File: src/logic/ssn_pkg.sv
/*
 * ssn_pkg: offsets, field positions, reset values and timing for the sensor
 * status / non-volatile window register bank.
 * assumes: 100 MHz sys_clk; a word-wide register access port in front.
 */
package ssn_pkg;
    // ----------------------------------------------------------------------
    // register offsets
    // ----------------------------------------------------------------------
    localparam logic [15:0] OFS_WEAK_CFG = 16'h000F;
    localparam logic [15:0] OFS_NVM_ADDR = 16'h0030;
    localparam logic [15:0] OFS_NVM_DATA = 16'h0031;
    localparam logic [15:0] OFS_STATUS = 16'h0107;
    localparam logic [15:0] OFS_CHECKSUM = 16'h0108;
    // ----------------------------------------------------------------------
    // status fields
    // ----------------------------------------------------------------------
    localparam int BIT_READY = 15;
    localparam int BIT_WEAK = 14;
    localparam int BIT_ANGLE_OVF = 13;
    localparam int BIT_SCALE_OVF = 12;
    localparam int BIT_TGAIN_OVF = 11;
    localparam int BIT_RANGE_WARN = 10;
    localparam int BIT_HIST_WARN = 9;
    localparam int BIT_FAULT = 8;
    localparam int BIT_ORIENT = 1;
    localparam int BIT_WR_DONE = 0;
    // ----------------------------------------------------------------------
    // weak-field config fields and reset values
    // ----------------------------------------------------------------------
    localparam int THR_LSB = 0;
    localparam int THR_W = 8;
    localparam int HYST_LSB = 8;
    localparam int HYST_W = 3;
    localparam int THR_SCALE_SHIFT = 6;
    localparam logic [15:0] WEAK_CFG_RST = 16'h0103;
    localparam logic [15:0] WEAK_CFG_MASK = 16'h07FF;
    localparam logic [15:0] NVM_ADDR_RST = 16'h0000;
    localparam logic [15:0] ZERO16 = 16'h0000;
    // ----------------------------------------------------------------------
    // memory and timing
    // ----------------------------------------------------------------------
    localparam int NVM_AW = 6;
    localparam int NVM_DEPTH = 64;
    localparam int CLK_MHZ = 100;
    localparam int NVM_WRITE_MS = 20;
    localparam int NVM_WRITE_CYC = NVM_WRITE_MS * 1000 * CLK_MHZ;

    typedef struct packed {
        logic angle_fix_overflow;
        logic scale_overflow;
        logic temp_gain_overflow;
        logic converter_range_warning;
        logic converter_histogram_warning;
        logic field_orientation;
    } ssn_flags_t;

    typedef struct packed {
        logic wr;
        logic rd;
        logic [15:0] addr;
        logic [15:0] wdata;
    } ssn_req_t;

    typedef enum logic [1:0] {
        SSN_IDLE = 2'b01,
        SSN_PROG = 2'b10
    } ssn_nvm_state_t;
endpackage : ssn_pkg

File: src/logic/ssn_regs.sv
/*
 * ssn_regs: status, checksum, weak-field config and non-volatile window
 * registers of the position sensor, reached through a word access port.
 * assumes: the serial front end delivers one-cycle rd/wr strobes on sys_clk;
 * the measurement pipeline supplies results, flags and a finish pulse;
 * flags and checksum are levels held steady by that pipeline;
 * memory words come up undefined until the host writes them;
 * the write timer default gives 20 ms at 100 MHz, benches shorten it.
 */
// How it works
// - data window reads/writes the memory word at the address register's location.
// - finish pulse sets ready after results are latched into result registers.
// - ready is 0 while computing or after reset; equals ready pin.
// - weak-field flag set when field magnitude is too low.
// - weak-field threshold comes from config register threshold field.
// - bit 13 angle-fix overflow, bit 12 scale overflow.
// - bit 11 reports temperature gain correction overflow.
// - bit 10 converter range warning, bit 9 histogram warning.
// - bit 8 ORs range, histogram, scale and gain overflow only.
// - bit 1 reports the field orientation.
// - bit 0 is 0 during a memory write, 1 when done.
// - read-only 16-bit checksum register for host verification.
// - memory write lasts 20 ms; host waits for write-done first.
// - threshold equals programmed 8-bit value times 64.
// - flag sets below threshold, clears above threshold plus hysteresis.
`timescale 1ns/100ps
module ssn_regs #(
    parameter int WRITE_CYC = ssn_pkg::NVM_WRITE_CYC
) (
    // clock and reset
    input wire logic sys_clk,
    input wire logic rstn,
    // register access
    input wire ssn_pkg::ssn_req_t req,
    output logic [15:0] rdata,
    output logic rvalid,
    // measurement pipeline
    input wire logic meas_start,
    input wire logic meas_done,
    input wire logic [15:0] magnitude,
    input wire ssn_pkg::ssn_flags_t flags,
    input wire logic [15:0] checksum,
    // pins
    output logic ready_pin
);
    // ----------------------------------------------------------------------
    // reset release
    // ----------------------------------------------------------------------
    // two stages so release never meets the state flops mid-edge
    logic [1:0] rst_sync_q;
    logic rst_n;
    always_ff @(posedge sys_clk or negedge rstn) begin
        if (!rstn) begin
            rst_sync_q <= 2'b00;
        end else begin
            rst_sync_q <= {rst_sync_q[0], 1'b1};
        end
    end
    assign rst_n = rst_sync_q[1];

    // ----------------------------------------------------------------------
    // address decode
    // ----------------------------------------------------------------------
    // status and checksum get no write select, so writes there fall away
    logic wr_cfg;
    logic wr_addr;
    logic wr_data;

    assign wr_cfg = req.wr && (req.addr == ssn_pkg::OFS_WEAK_CFG);
    assign wr_addr = req.wr && (req.addr == ssn_pkg::OFS_NVM_ADDR);
    assign wr_data = req.wr && (req.addr == ssn_pkg::OFS_NVM_DATA);

    // ----------------------------------------------------------------------
    // config and address registers
    // ----------------------------------------------------------------------
    logic [15:0] weak_cfg_q;
    logic [15:0] weak_cfg_d;
    logic [15:0] nvm_addr_q;
    logic [15:0] nvm_addr_d;

    // unused top config bits are masked so they always read back zero
    always_comb begin
        weak_cfg_d = weak_cfg_q;
        nvm_addr_d = nvm_addr_q;
        if (wr_cfg) begin
            weak_cfg_d = req.wdata & ssn_pkg::WEAK_CFG_MASK;
        end
        if (wr_addr) begin
            nvm_addr_d = req.wdata;
        end
    end

    always_ff @(posedge sys_clk or negedge rst_n) begin
        if (!rst_n) begin
            weak_cfg_q <= ssn_pkg::WEAK_CFG_RST;
            nvm_addr_q <= ssn_pkg::NVM_ADDR_RST;
        end else begin
            weak_cfg_q <= weak_cfg_d;
            nvm_addr_q <= nvm_addr_d;
        end
    end

    // ----------------------------------------------------------------------
    // ready flag
    // ----------------------------------------------------------------------
    logic ready_q;
    logic ready_d;

    // results are in place when done fires, so ready follows them
    always_comb begin
        ready_d = ready_q;
        if (meas_start) begin
            ready_d = 1'b0;
        end else if (meas_done) begin
            ready_d = 1'b1;
        end
    end

    always_ff @(posedge sys_clk or negedge rst_n) begin
        if (!rst_n) begin
            ready_q <= 1'b0;
        end else begin
            ready_q <= ready_d;
        end
    end

    // ----------------------------------------------------------------------
    // weak-field flag
    // ----------------------------------------------------------------------
    logic weak_field_flag_q;
    logic weak_field_flag_d;
    logic [15:0] weak_field_threshold;
    logic [16:0] thr_full;
    logic [16:0] clear_lvl;
    logic [2:0] hyst;

    // threshold and hysteresis from config; the band shrinks by halves
    assign weak_field_threshold = {8'h00, weak_cfg_q[ssn_pkg::THR_LSB +: ssn_pkg::THR_W]};
    assign thr_full = {1'b0, weak_field_threshold} << ssn_pkg::THR_SCALE_SHIFT;
    assign hyst = weak_cfg_q[ssn_pkg::HYST_LSB +: ssn_pkg::HYST_W];
    assign clear_lvl = thr_full + (thr_full >> hyst);

    // only a finished measurement moves the flag; inside the band it holds
    always_comb begin
        weak_field_flag_d = weak_field_flag_q;
        if (meas_done) begin
            if ({1'b0, magnitude} < thr_full) begin
                weak_field_flag_d = 1'b1;
            end else if ({1'b0, magnitude} > clear_lvl) begin
                weak_field_flag_d = 1'b0;
            end
        end
    end

    always_ff @(posedge sys_clk or negedge rst_n) begin
        if (!rst_n) begin
            weak_field_flag_q <= 1'b0;
        end else begin
            weak_field_flag_q <= weak_field_flag_d;
        end
    end

    // ----------------------------------------------------------------------
    // non-volatile memory and write timer
    // ----------------------------------------------------------------------
    // small array stands in for the cell; only low address bits decode
    logic [15:0] nvm_mem [ssn_pkg::NVM_DEPTH];
    ssn_pkg::ssn_nvm_state_t nvm_st_q;
    ssn_pkg::ssn_nvm_state_t nvm_st_d;
    logic [31:0] wr_cnt_q;
    logic [31:0] wr_cnt_d;
    logic nvm_we;
    logic [ssn_pkg::NVM_AW-1:0] nvm_idx;
    logic [15:0] nvm_rword;

    assign nvm_idx = nvm_addr_q[ssn_pkg::NVM_AW-1:0];
    assign nvm_rword = nvm_mem[nvm_idx];
    // a write during programming is dropped: the host must wait for done
    assign nvm_we = wr_data && (nvm_st_q == ssn_pkg::SSN_IDLE);

    // ----------------------------------------------------------------------
    // write timer
    // ----------------------------------------------------------------------
    // one counter for the whole program time; 32 bits cover the 20 ms default
    always_comb begin
        nvm_st_d = nvm_st_q;
        wr_cnt_d = wr_cnt_q;
        case (nvm_st_q)
            ssn_pkg::SSN_IDLE: begin
                if (nvm_we) begin
                    nvm_st_d = ssn_pkg::SSN_PROG;
                    wr_cnt_d = 32'(WRITE_CYC - 1);
                end
            end
            ssn_pkg::SSN_PROG: begin
                if (wr_cnt_q == 32'h00000000) begin
                    nvm_st_d = ssn_pkg::SSN_IDLE;
                end else begin
                    wr_cnt_d = wr_cnt_q - 32'h00000001;
                end
            end
            default: begin
                nvm_st_d = ssn_pkg::SSN_IDLE;
                wr_cnt_d = 32'h00000000;
            end
        endcase
    end

    always_ff @(posedge sys_clk or negedge rst_n) begin
        if (!rst_n) begin
            nvm_st_q <= ssn_pkg::SSN_IDLE;
            wr_cnt_q <= 32'h00000000;
        end else begin
            nvm_st_q <= nvm_st_d;
            wr_cnt_q <= wr_cnt_d;
        end
    end

    // memory array has no reset by design
    always_ff @(posedge sys_clk) begin
        if (nvm_we) begin
            nvm_mem[nvm_idx] <= req.wdata;
        end
    end

    // ----------------------------------------------------------------------
    // status word
    // ----------------------------------------------------------------------
    logic [15:0] status;
    logic compute_fault;
    logic nvm_write_done;

    assign compute_fault = flags.converter_range_warning | flags.converter_histogram_warning
        | flags.scale_overflow | flags.temp_gain_overflow;
    assign nvm_write_done = (nvm_st_q == ssn_pkg::SSN_IDLE);

    always_comb begin
        status = ssn_pkg::ZERO16;
        status[ssn_pkg::BIT_READY] = ready_q;
        status[ssn_pkg::BIT_WEAK] = weak_field_flag_q;
        status[ssn_pkg::BIT_ANGLE_OVF] = flags.angle_fix_overflow;
        status[ssn_pkg::BIT_SCALE_OVF] = flags.scale_overflow;
        status[ssn_pkg::BIT_TGAIN_OVF] = flags.temp_gain_overflow;
        status[ssn_pkg::BIT_RANGE_WARN] = flags.converter_range_warning;
        status[ssn_pkg::BIT_HIST_WARN] = flags.converter_histogram_warning;
        status[ssn_pkg::BIT_FAULT] = compute_fault;
        status[ssn_pkg::BIT_ORIENT] = flags.field_orientation;
        status[ssn_pkg::BIT_WR_DONE] = nvm_write_done;
    end

    // ----------------------------------------------------------------------
    // read data
    // ----------------------------------------------------------------------
    logic [15:0] rdata_d;
    logic [15:0] rdata_q;
    logic rvalid_d;
    logic rvalid_q;

    // rdata keeps the last answer so a slow host may still pick it up
    // unmapped offsets answer zero rather than the previous word
    always_comb begin
        rdata_d = rdata_q;
        rvalid_d = req.rd;
        if (req.rd) begin
            case (req.addr)
                ssn_pkg::OFS_WEAK_CFG: begin
                    rdata_d = weak_cfg_q;
                end
                ssn_pkg::OFS_NVM_ADDR: begin
                    rdata_d = nvm_addr_q;
                end
                ssn_pkg::OFS_NVM_DATA: begin
                    rdata_d = nvm_rword;
                end
                ssn_pkg::OFS_STATUS: begin
                    rdata_d = status;
                end
                ssn_pkg::OFS_CHECKSUM: begin
                    rdata_d = checksum;
                end
                default: begin
                    rdata_d = ssn_pkg::ZERO16;
                end
            endcase
        end
    end

    always_ff @(posedge sys_clk or negedge rst_n) begin
        if (!rst_n) begin
            rdata_q <= ssn_pkg::ZERO16;
            rvalid_q <= 1'b0;
        end else begin
            rdata_q <= rdata_d;
            rvalid_q <= rvalid_d;
        end
    end

    assign rdata = rdata_q;
    assign rvalid = rvalid_q;
    assign ready_pin = ready_q;
endmodule : ssn_regs

File: config.mk
export PLATFORM = sky130hd
export DESIGN_NAME = ssn_regs
export DESIGN_NICKNAME = d
export VERILOG_FILES = /design/src/logic/ssn_pkg.sv /design/src/logic/ssn_regs.sv
export SDC_FILE = /design/constraint.sdc
export NUM_CORES = 1
export LEC_CHECK = 0
export BUFFER_PORTS_ARGS = -buffer_cell sky130_fd_sc_hd__buf_4
export CAP_MARGIN = 0
export CORE_ASPECT_RATIO = 1.5
export CORE_MARGIN = 1
export CORE_UTILIZATION = 25
export DETAILED_ROUTE_END_ITERATION = 10
export GPL_TIMING_DRIVEN = 0
export PLACE_DENSITY_LB_ADDON = 0.25
export REMOVE_ABC_BUFFERS = 1
export SLEW_MARGIN = 15
export SYNTH_ARGS = -nofsm -noshare
export SYNTH_HDL_FRONTEND = slang
export SYNTH_SLANG_ARGS = --single-unit
File: constraint.sdc
create_clock -name sys_clk -period 2.9 [get_ports sys_clk]
set_input_delay 0.58 -clock sys_clk [delete_from_list [all_inputs] [get_ports sys_clk]]
set_output_delay 0.58 -clock sys_clk [all_outputs]
set_load 0.01 [all_outputs]
==> reports/metrics.yaml, run 1 <==
yosys:
  ys_warn_count: 0
  synth.cell_area_sq_um: 44770
  synth_cells: 2770
  synth_area_per_cell_sq_um: 16.16
  synth_edf_count: 1024
  yosysTopAreaCell: "edfxtp_1"
  synth-seq-cells: 1106
  seq_area_frac_synth_pct: 73.28
  synthFlopType: "edfxtp_1"
  synthTopCellsByArea: "edfxtp_1 (69%), mux2i_1 (5.1%), dfrtp_1 (4.4%)"
  async_reset_ff_share_pct: 7.414
  synth_top_area_share_pct: 68.68
  synth.distinct_cells: 79
die:
  initial_utilization_pct: 25.24
  coreArea_sq_um: 177400
  dieWidth_um: 347.5
  ios: 94
  row_count: 189
  chipHeight_um: 520.3
  die_area_sq_um: 180800
place:
  io_buffers: 93
  place_congestion: 0.8070
  dp_hpwl_mm: 85.20
  dp_cells: 5061
sta:
  tns_ns: -1.207
  worst-slew-pin-transition_ns: 1.143
  finalCritPeriodShare_pct: 125.8
  hold_slack_ns: 0.1170
  hold_violations: 0
  max_freq_mhz: 274.2
  setup_viol: 7
  setup_slack_ns: -0.7476
  finClkSkew_ns: 0.05279
  maxSlewViolCount: 0
  rsz0062_at_grt: "true"
  min_period_ns: 3.648
  slew_headroom_pct: 23.08
critical_path:
  max_stage_delay_ns: 0.57
  worstSetupEndpointType: "flip-flop"
  worst-endpoint-required_ns: 3.56
  crit_arrival_ns: 4.31
  start_kind: "flip-flop"
  path_max_fanout: 4
  critPathKind: "reg2reg"
  timing.critical_path.mode_cell: "a21oi_2"
  cp_slowest_cell: "dfstp_2"
  cp_cell_sequence: "buf_12, mux2_4, o21ai_2, o21ai_1, ha_2, fa_2, a21o_1, a21oi_2, o21bai_1, a21oi_2, nor2_1, a211oi_2, ha_1, a2111oi_1, a221o_1"
power_and_ir_drop:
  clockPowerShare_pct: 43.4
  power_frac_seq_pct: 55.0
  switching_power_mw: 6.620
  swShare_pct: 20.85
  p_int_mw: 25.12
  p_leak_nw: 19.79
  vdd_ir_drop_max_mv: 0.4972
  pwr-share-comb_pct: 1.6
  power_per_cell_area_nw_per_um2: 559.4
cts:
  cts_buffers: 105
  cts_root_buf: "clkbuf_16"
  worstSkewPairLatency_ns: 0.73
  clock_path_buffers: 3
  clkTransAtPathRegs_ns: 0.06
  cts_num_sinks: 1106
  htreeDepth: 3
  cts_tree: "built"
routing:
  highest_layer: "met5"
  dr_wl_met3_mm: 7.303
  drcViolationCount: 0
  dr.pass1.iters: 6
  routed_wl_mm: 145.3
  wl_met1_mm: 58.27
  final_antenna_net_count: 0
  routed_via_density: 4.907
  route.met2.wl_mm: 73.04
  wl_per_cell_um: 26.72
  first_iter_violations: 2159
  vias: 26682
layout:
  stdcell_count: 5438
  fill_cells: 17208
  final_nets: 3164
  drive_gt1_share_pct: 26.46
  area_growth_pct: 26.75
run_status:
  status: "complete, but fails checks"
  failed_checks: "negative setup slack"
global_routing:
  grt_use_total_pct: 15.41
  grt_max_degree: 68
  grt_pass1_vias: 26294
  antenna_found_initial: 12
  grt_pass1_wl_mm: 199.5
  overflow: 0
hold_path:
  hold_class: "in2reg"
flow_run:
  max_cap_viol_count: 0
-- cell type report --
cell class,instances,area [sq um],share of cell area [%]
inverters,90,364.1,0.6416
repair buffers,357,4571,8.054
repair inverters,1,11.26,0.01984
multi-input cells,1393,12700,22.39
well taps,2292,2868,5.054
clock buffers,138,2853,5.027
diodes,6,15.01,0.02646
clock inverters,55,535.5,0.9437
flip-flops and latches,1106,32830,57.85
-- what timing repair did --
action                                 4_1_cts  5_1_grt
resized for setup                          237       82
hold buffers                                 2        0
setup buffers                              100       51
setup endpoints to repair                 1075       85
pin swaps                                   67       64
cloned                                      22       10
endpoints found under the hold margin        3        0
-- metrics by stage --
stage / utilization [%] / setup WS (ns) / total power [mW] / instance area [sq um]
finish: 32.00 / -0.7476 / 31.74 / 56750
global route: 31.99 / -0.8844 / 32.59 / 56730
CTS: 31.52 / -0.7220 / 32.01 / 55900
detailed placement: 27.94 / -2.479 / 18.29 / 49550
global placement: 26.81 / -27.50 / 18.27 / 47560
floorplan: - / -12.19 / 17.85 / 43990
-- state kept, by name, indices dropped and copies added, names as in the netlist --
name,cells
rvalid,1
nvm_mem,1024
wr_cnt_q,32
rst_sync_q,2
nvm_st_q,2
ready_pin,1
weak_field_flag_q,1
rdata,16
weak_cfg_q,11
nvm_addr_q,16
-- placed cells by master, fill, tap and decap left out, types with 18 or more instances in the layout --
master / instances
o21a_1: 32
a221oi_1: 131
clkbuf_16: 113
a221o_1: 32
edfxtp_1: 1024
buf_12: 37
o22ai_1: 91
clkbuf_1: 24
buf_16: 29
a21oi_1: 24
nand2_1: 99
buf_8: 50
nor2_1: 86
mux2_2: 28
mux2i_1: 216
nor2_4: 67
buf_6: 25
clkinv_2: 18
ha_1: 31
dfrtp_1: 70
o32ai_1: 53
o22a_1: 32
mux4_2: 38
buf_4: 197
inv_1: 89
o21ai_0: 54
-- logic make-up after synthesis --
group / count (synthesis) / share of synthesized area [%]
simple gates: 400 / 4.276
buf+inv: 276 / 2.496
compound gates: 639 / 10.87
other cells: 1 / 0.008376
fa+ha+maj: 34 / 0.9670
flops: 1106 / 73.28
mux: 293 / 7.694
xor+xnor: 21 / 0.4108
-- cell usage after synthesis (7+ instances only) --
cell / instances
o21ai_0: 69
nor4bb_1: 12
buf_2: 35
a2bb2oi_1: 9
xor2_1: 17
dfrtp_1: 78
mux2i_1: 226
mux4_2: 38
mux2_2: 29
nor4_1: 11
o2111ai_1: 16
a22oi_1: 19
buf_1: 22
o22a_1: 32
nand3_1: 13
nand4_1: 16
a31oi_1: 7
nand2b_1: 7
or3_1: 7
nor2b_1: 12
o21a_1: 34
nor3_1: 18
o32ai_1: 60
inv_1: 90
a221oi_1: 131
nor2_1: 157
o31ai_1: 38
a21oi_1: 36
nand2_1: 111
edfxtp_1: 1024
clkbuf_1: 124
ha_1: 33
o22ai_1: 98
a222oi_1: 11
a21o_1: 10
a221o_1: 32
-- routing by layer --
metal  up-vias  track usage [%]
met2       732            27.08
met1     13961            18.71
met4         6            6.495
met5         -                0
li1      11791                -
met3       192            2.288
-- path summary, 6_finish.rpt --
path	start	to	slack, ns	cells after the start
max in group asynchronous	rst_sync_q[1]$_DFF_PN0_	nvm_addr_q[5]$_DFFE_PN0P_	1.87	1
max reg2reg	weak_cfg_q[8]$_DFFE_PN1P_	weak_field_flag_q$_DFFE_PN0P_	-0.75	15
min	req[32]	rvalid$_DFF_PN0_	0.12	1
min in group asynchronous	rstn	rst_sync_q[1]$_DFF_PN0_	0.17	2
min reg2reg	rst_sync_q[1]$_DFF_PN0_	ready_pin$_DFFE_PN0P_	0.34	0
max	weak_cfg_q[8]$_DFFE_PN1P_	weak_field_flag_q$_DFFE_PN0P_	-0.75	15
-- critical path, delay by kind of cell, from the launching register on --
| kind | cells | cell delay, ns |
|---|---|---|
| adders and majority gates | 3 | 0.83 |
| AOI/OAI and AO/OA | 9 | 1.66 |
| and+or+nand+nor | 1 | 0.07 |
| muxes | 1 | 0.32 |
| buffers and inverters | 1 | 0.13 |
| DFF | 1 | 0.57 |
-- power by group through the flow --
stage | clock, mW | sequential, mW | combinational, mW
finish | 13.8 | 17.4 | 0.505
global route | 14.6 | 17.4 | 0.539
CTS | 14.1 | 17.4 | 0.511
detailed placement | 0 | 17.8 | 0.503
global placement | 0 | 17.8 | 0.468
floorplan | 0 | 17.8 | 0.0554
No activity file was read; power rests on OpenSTA's default activity.
==> run 2: changes to the inputs <==
--- a/config.mk
+++ b/config.mk
@@ -5,7 +5,7 @@
 export SDC_FILE = /design/constraint.sdc
 export NUM_CORES = 1
 export LEC_CHECK = 0
-export BUFFER_PORTS_ARGS = -buffer_cell sky130_fd_sc_hd__buf_4
+export BUFFER_PORTS_ARGS = -buffer_cell sky130_fd_sc_hd__buf_2
 export CAP_MARGIN = 0
 export CORE_ASPECT_RATIO = 1.5
 export CORE_MARGIN = 1
==> constraint.sdc (replaced) <==
create_clock -name sys_clk -period 3.63 [get_ports sys_clk]
set_input_delay 0.726 -clock sys_clk [delete_from_list [all_inputs] [get_ports sys_clk]]
set_output_delay 0.726 -clock sys_clk [all_outputs]
set_load 0.01 [all_outputs]
==> run 2 against run 1 <==
Net effect:
- the run still ends with negative setup slack left
- clock skew shrank 0.010 ns
- via count shrank 2.6%
- non-clock buffer count shrank 126
- critical path depth grew 2
- sequential share of layout area grew 3.1 points
- maximum frequency shrank 2.9%
- clock power shrank 17%
- worst setup slack gained 0.62 ns
- clock-buffer cell count shrank 8
- wire length shrank 6.3%
- final cell count shrank 2.4%
- largest cell class unchanged
- highest routed layer unchanged
==> reports/metrics.yaml, run 2 (same netlist as run 1, synthesis figures left out) <==
run_status:
  status: "complete, but fails checks"
  failed_checks: "negative setup slack"
power_and_ir_drop:
  clockPowerShare_pct: 44.3
  power_frac_seq_pct: 54.1
  power_per_cell_area_nw_per_um2: 477.8
  total_power_mw: 25.74
  p_int_mw: 20.45
  pwr-share-comb_pct: 1.6
  switching_power_mw: 5.288
  vdd_ir_drop_max_mv: 0.4097
  swShare_pct: 20.54
  p_leak_nw: 18.63
sta:
  setup_slack_ns: -0.1248
  setup_viol: 2
  maxSlewViolCount: 0
  hold_violations: 0
  worst-slew-pin-transition_ns: 1.197
  finClkSkew_ns: 0.04268
  slew_headroom_pct: 20.13
  min_period_ns: 3.755
  rsz0062_at_grt: "true"
  finalCritPeriodShare_pct: 103.4
  max_freq_mhz: 266.3
  hold_slack_ns: 0.1578
critical_path:
  cp_slowest_cell: "dfstp_2"
  r2r_cells: 17
  timing.critical_path.mode_cell: "a21oi_2"
  critPathKind: "reg2reg"
  path_max_fanout: 4
  r2r_slack_ns: -0.12
  max_stage_delay_ns: 0.58
  r2r-end: "weak_field_flag_q$_DFFE_PN0P_"
  start_kind: "flip-flop"
  worst-endpoint-required_ns: 4.23
  crit_arrival_ns: 4.36
  worstSetupEndpointType: "flip-flop"
  r2r-start: "weak_cfg_q[8]$_DFFE_PN1P_"
  cp_cell_sequence: "buf_6, mux2i_4, a21oi_2, nand2_1, o21ai_1, ha_2, fa_2, a21o_1, a21oi_2, o21bai_1, a21oi_2, nor2_1, a211oi_2, ha_1, nand3b_1, o41ai_1, a221o_1"
layout:
  mostFrequentLayoutCell: "edfxtp_1"
  final_nets: 3033
  drive_gt1_share_pct: 20.48
  top_register: "nvm_mem"
  largest_register_ffs: 1024
  area_growth_pct: 20.33
  reg_top3: "nvm_mem x1024, wr_cnt_q x32"
  final_util_pct: 30.37
  fill_cells: 17487
  final_cell_mix: "edfxtp_1 (1024), mux2i_1 (223), a221oi_1 (131)"
global_routing:
  grt_pass1_wl_mm: 193.1
  met1_usage_pct: 18.19
  grt_pass1_vias: 26089
  grt_max_degree: 69
  antenna_found_initial: 8
  grt_busiest_layer: "met2"
  grt_use_total_pct: 14.80
  met3_usage_pct: 2.163
  overflow: 0
  grt_util_met2_pct: 25.98
cts:
  cts_root_buf: "clkbuf_16"
  clkTransAtPathRegs_ns: 0.07
  worstSkewPairLatency_ns: 0.72
  cts_tree: "built"
  cts_buffers: 102
  htreeDepth: 3
  clock_path_buffers: 3
  cts_num_sinks: 1106
place:
  dp_hpwl_mm: 86.95
  io_buffers: 93
  place_congestion: 0.8038
die:
  chipHeight_um: 520.3
  dieWidth_um: 347.5
  row_count: 189
  die_area_sq_um: 180800
  initial_utilization_pct: 25.24
  ios: 94
  coreArea_sq_um: 177400
routing:
  final_antenna_net_count: 0
  drcViolationCount: 0
  routed_via_density: 4.896
  first_iter_violations: 1976
  wl_per_cell_um: 25.63
  vias: 25992
  dr.pass1.iters: 7
  routed_wl_mm: 136.1
hold_path:
  hold_class: "in2reg"
  hold_start: "meas_start"
  holdPathStages: 2
  holdPathEnd: "ready_pin$_DFFE_PN0P_"
flow_run:
  max_cap_viol_count: 0
run 2: power groups by stage:
stage	combinational [mW]	sequential [mW]	clock, mW
2_1_floorplan	0.0442	14.2	0
3_3_place_gp	0.357	14.2	0
3_5_place_dp	0.421	14.2	0
4_1_cts	0.424	13.9	11.6
5_1_grt	0.446	13.9	12.1
6_report	0.415	13.9	11.4
run 2: critical path, delay by kind of cell, from the launching register on:
kind                       cells  cell delay, ns
DFF                            1            0.58
AOI/OAI and AO/OA              9            1.51
and+or+nand+nor                3            0.27
adders and majority gates      3            0.91
muxes                          1            0.25
buffers and inverters          1            0.12
run 2: what timing repair did:
| action | 4_1_cts | 5_1_grt |
|---|---|---|
| pin swaps | 32 | 11 |
| buffers inserted | 34 | 4 |
| cloned | 4 | 0 |
| hold endpoints to repair | 2 | 0 |
| resized for setup | 95 | 17 |
| endpoints found under the setup margin | 1038 | 97 |
| hold buffers | 1 | 0 |
run 2: worst max path at each step:
stage                              start                            end  slack (ns)  depth (start not counted)
2_1_floorplan  nvm_addr_q[2]$_DFFE_PN0P_       nvm_mem[36][0]$_DFFE_PP_      -11.46                          4
3_3_place_gp   nvm_addr_q[2]$_DFFE_PN0P_       nvm_mem[13][2]$_DFFE_PP_      -26.20                          4
3_5_place_dp   nvm_addr_q[2]$_DFFE_PN0P_          rdata[14]$_DFFE_PN0P_       -1.97                          8
4_1_cts        weak_cfg_q[8]$_DFFE_PN1P_  weak_field_flag_q$_DFFE_PN0P_       -0.10                         17
5_1_grt        weak_cfg_q[8]$_DFFE_PN1P_  weak_field_flag_q$_DFFE_PN0P_       -0.30                         18
6_report       weak_cfg_q[8]$_DFFE_PN1P_  weak_field_flag_q$_DFFE_PN0P_       -0.12                         17
run 2: layout make-up:
type	instances	area [sq um]	share of cell area [%]
antenna	5	12.51	0.02323
clock buffer	130	2688	4.989
clock inverter	63	812.0	1.507
inverter	90	342.8	0.6364
multi-input combinational	1392	11690	21.70
sequential	1106	32820	60.93
tap	2292	2868	5.323
timing repair buffer	231	2636	4.894
run 2: per-stage QoR:
step	cell area (sq um)	setup TNS (ns)	setup WS (ns)	cells
finish	53870	-0.1498	-0.1248	5309
global placement	47320	-	-26.20	4969
global route	53860	-0.3005	-0.2977	5305
CTS	53760	-0.1029	-0.1029	5300
detailed placement	49410	-607.22	-1.969	5068
floorplan	43990	-9222.01	-11.46	2584
run 2: layer usage:
| metal | vias up | share of wire [%] |
|---|---|---|
| met4 | 2 | 3.8 |
| met1 | 13609 | 40 |
| met5 | - | 0.0096 |
| met2 | 692 | 51 |
| li1 | 11523 | - |
| met3 | 166 | 5.2 |
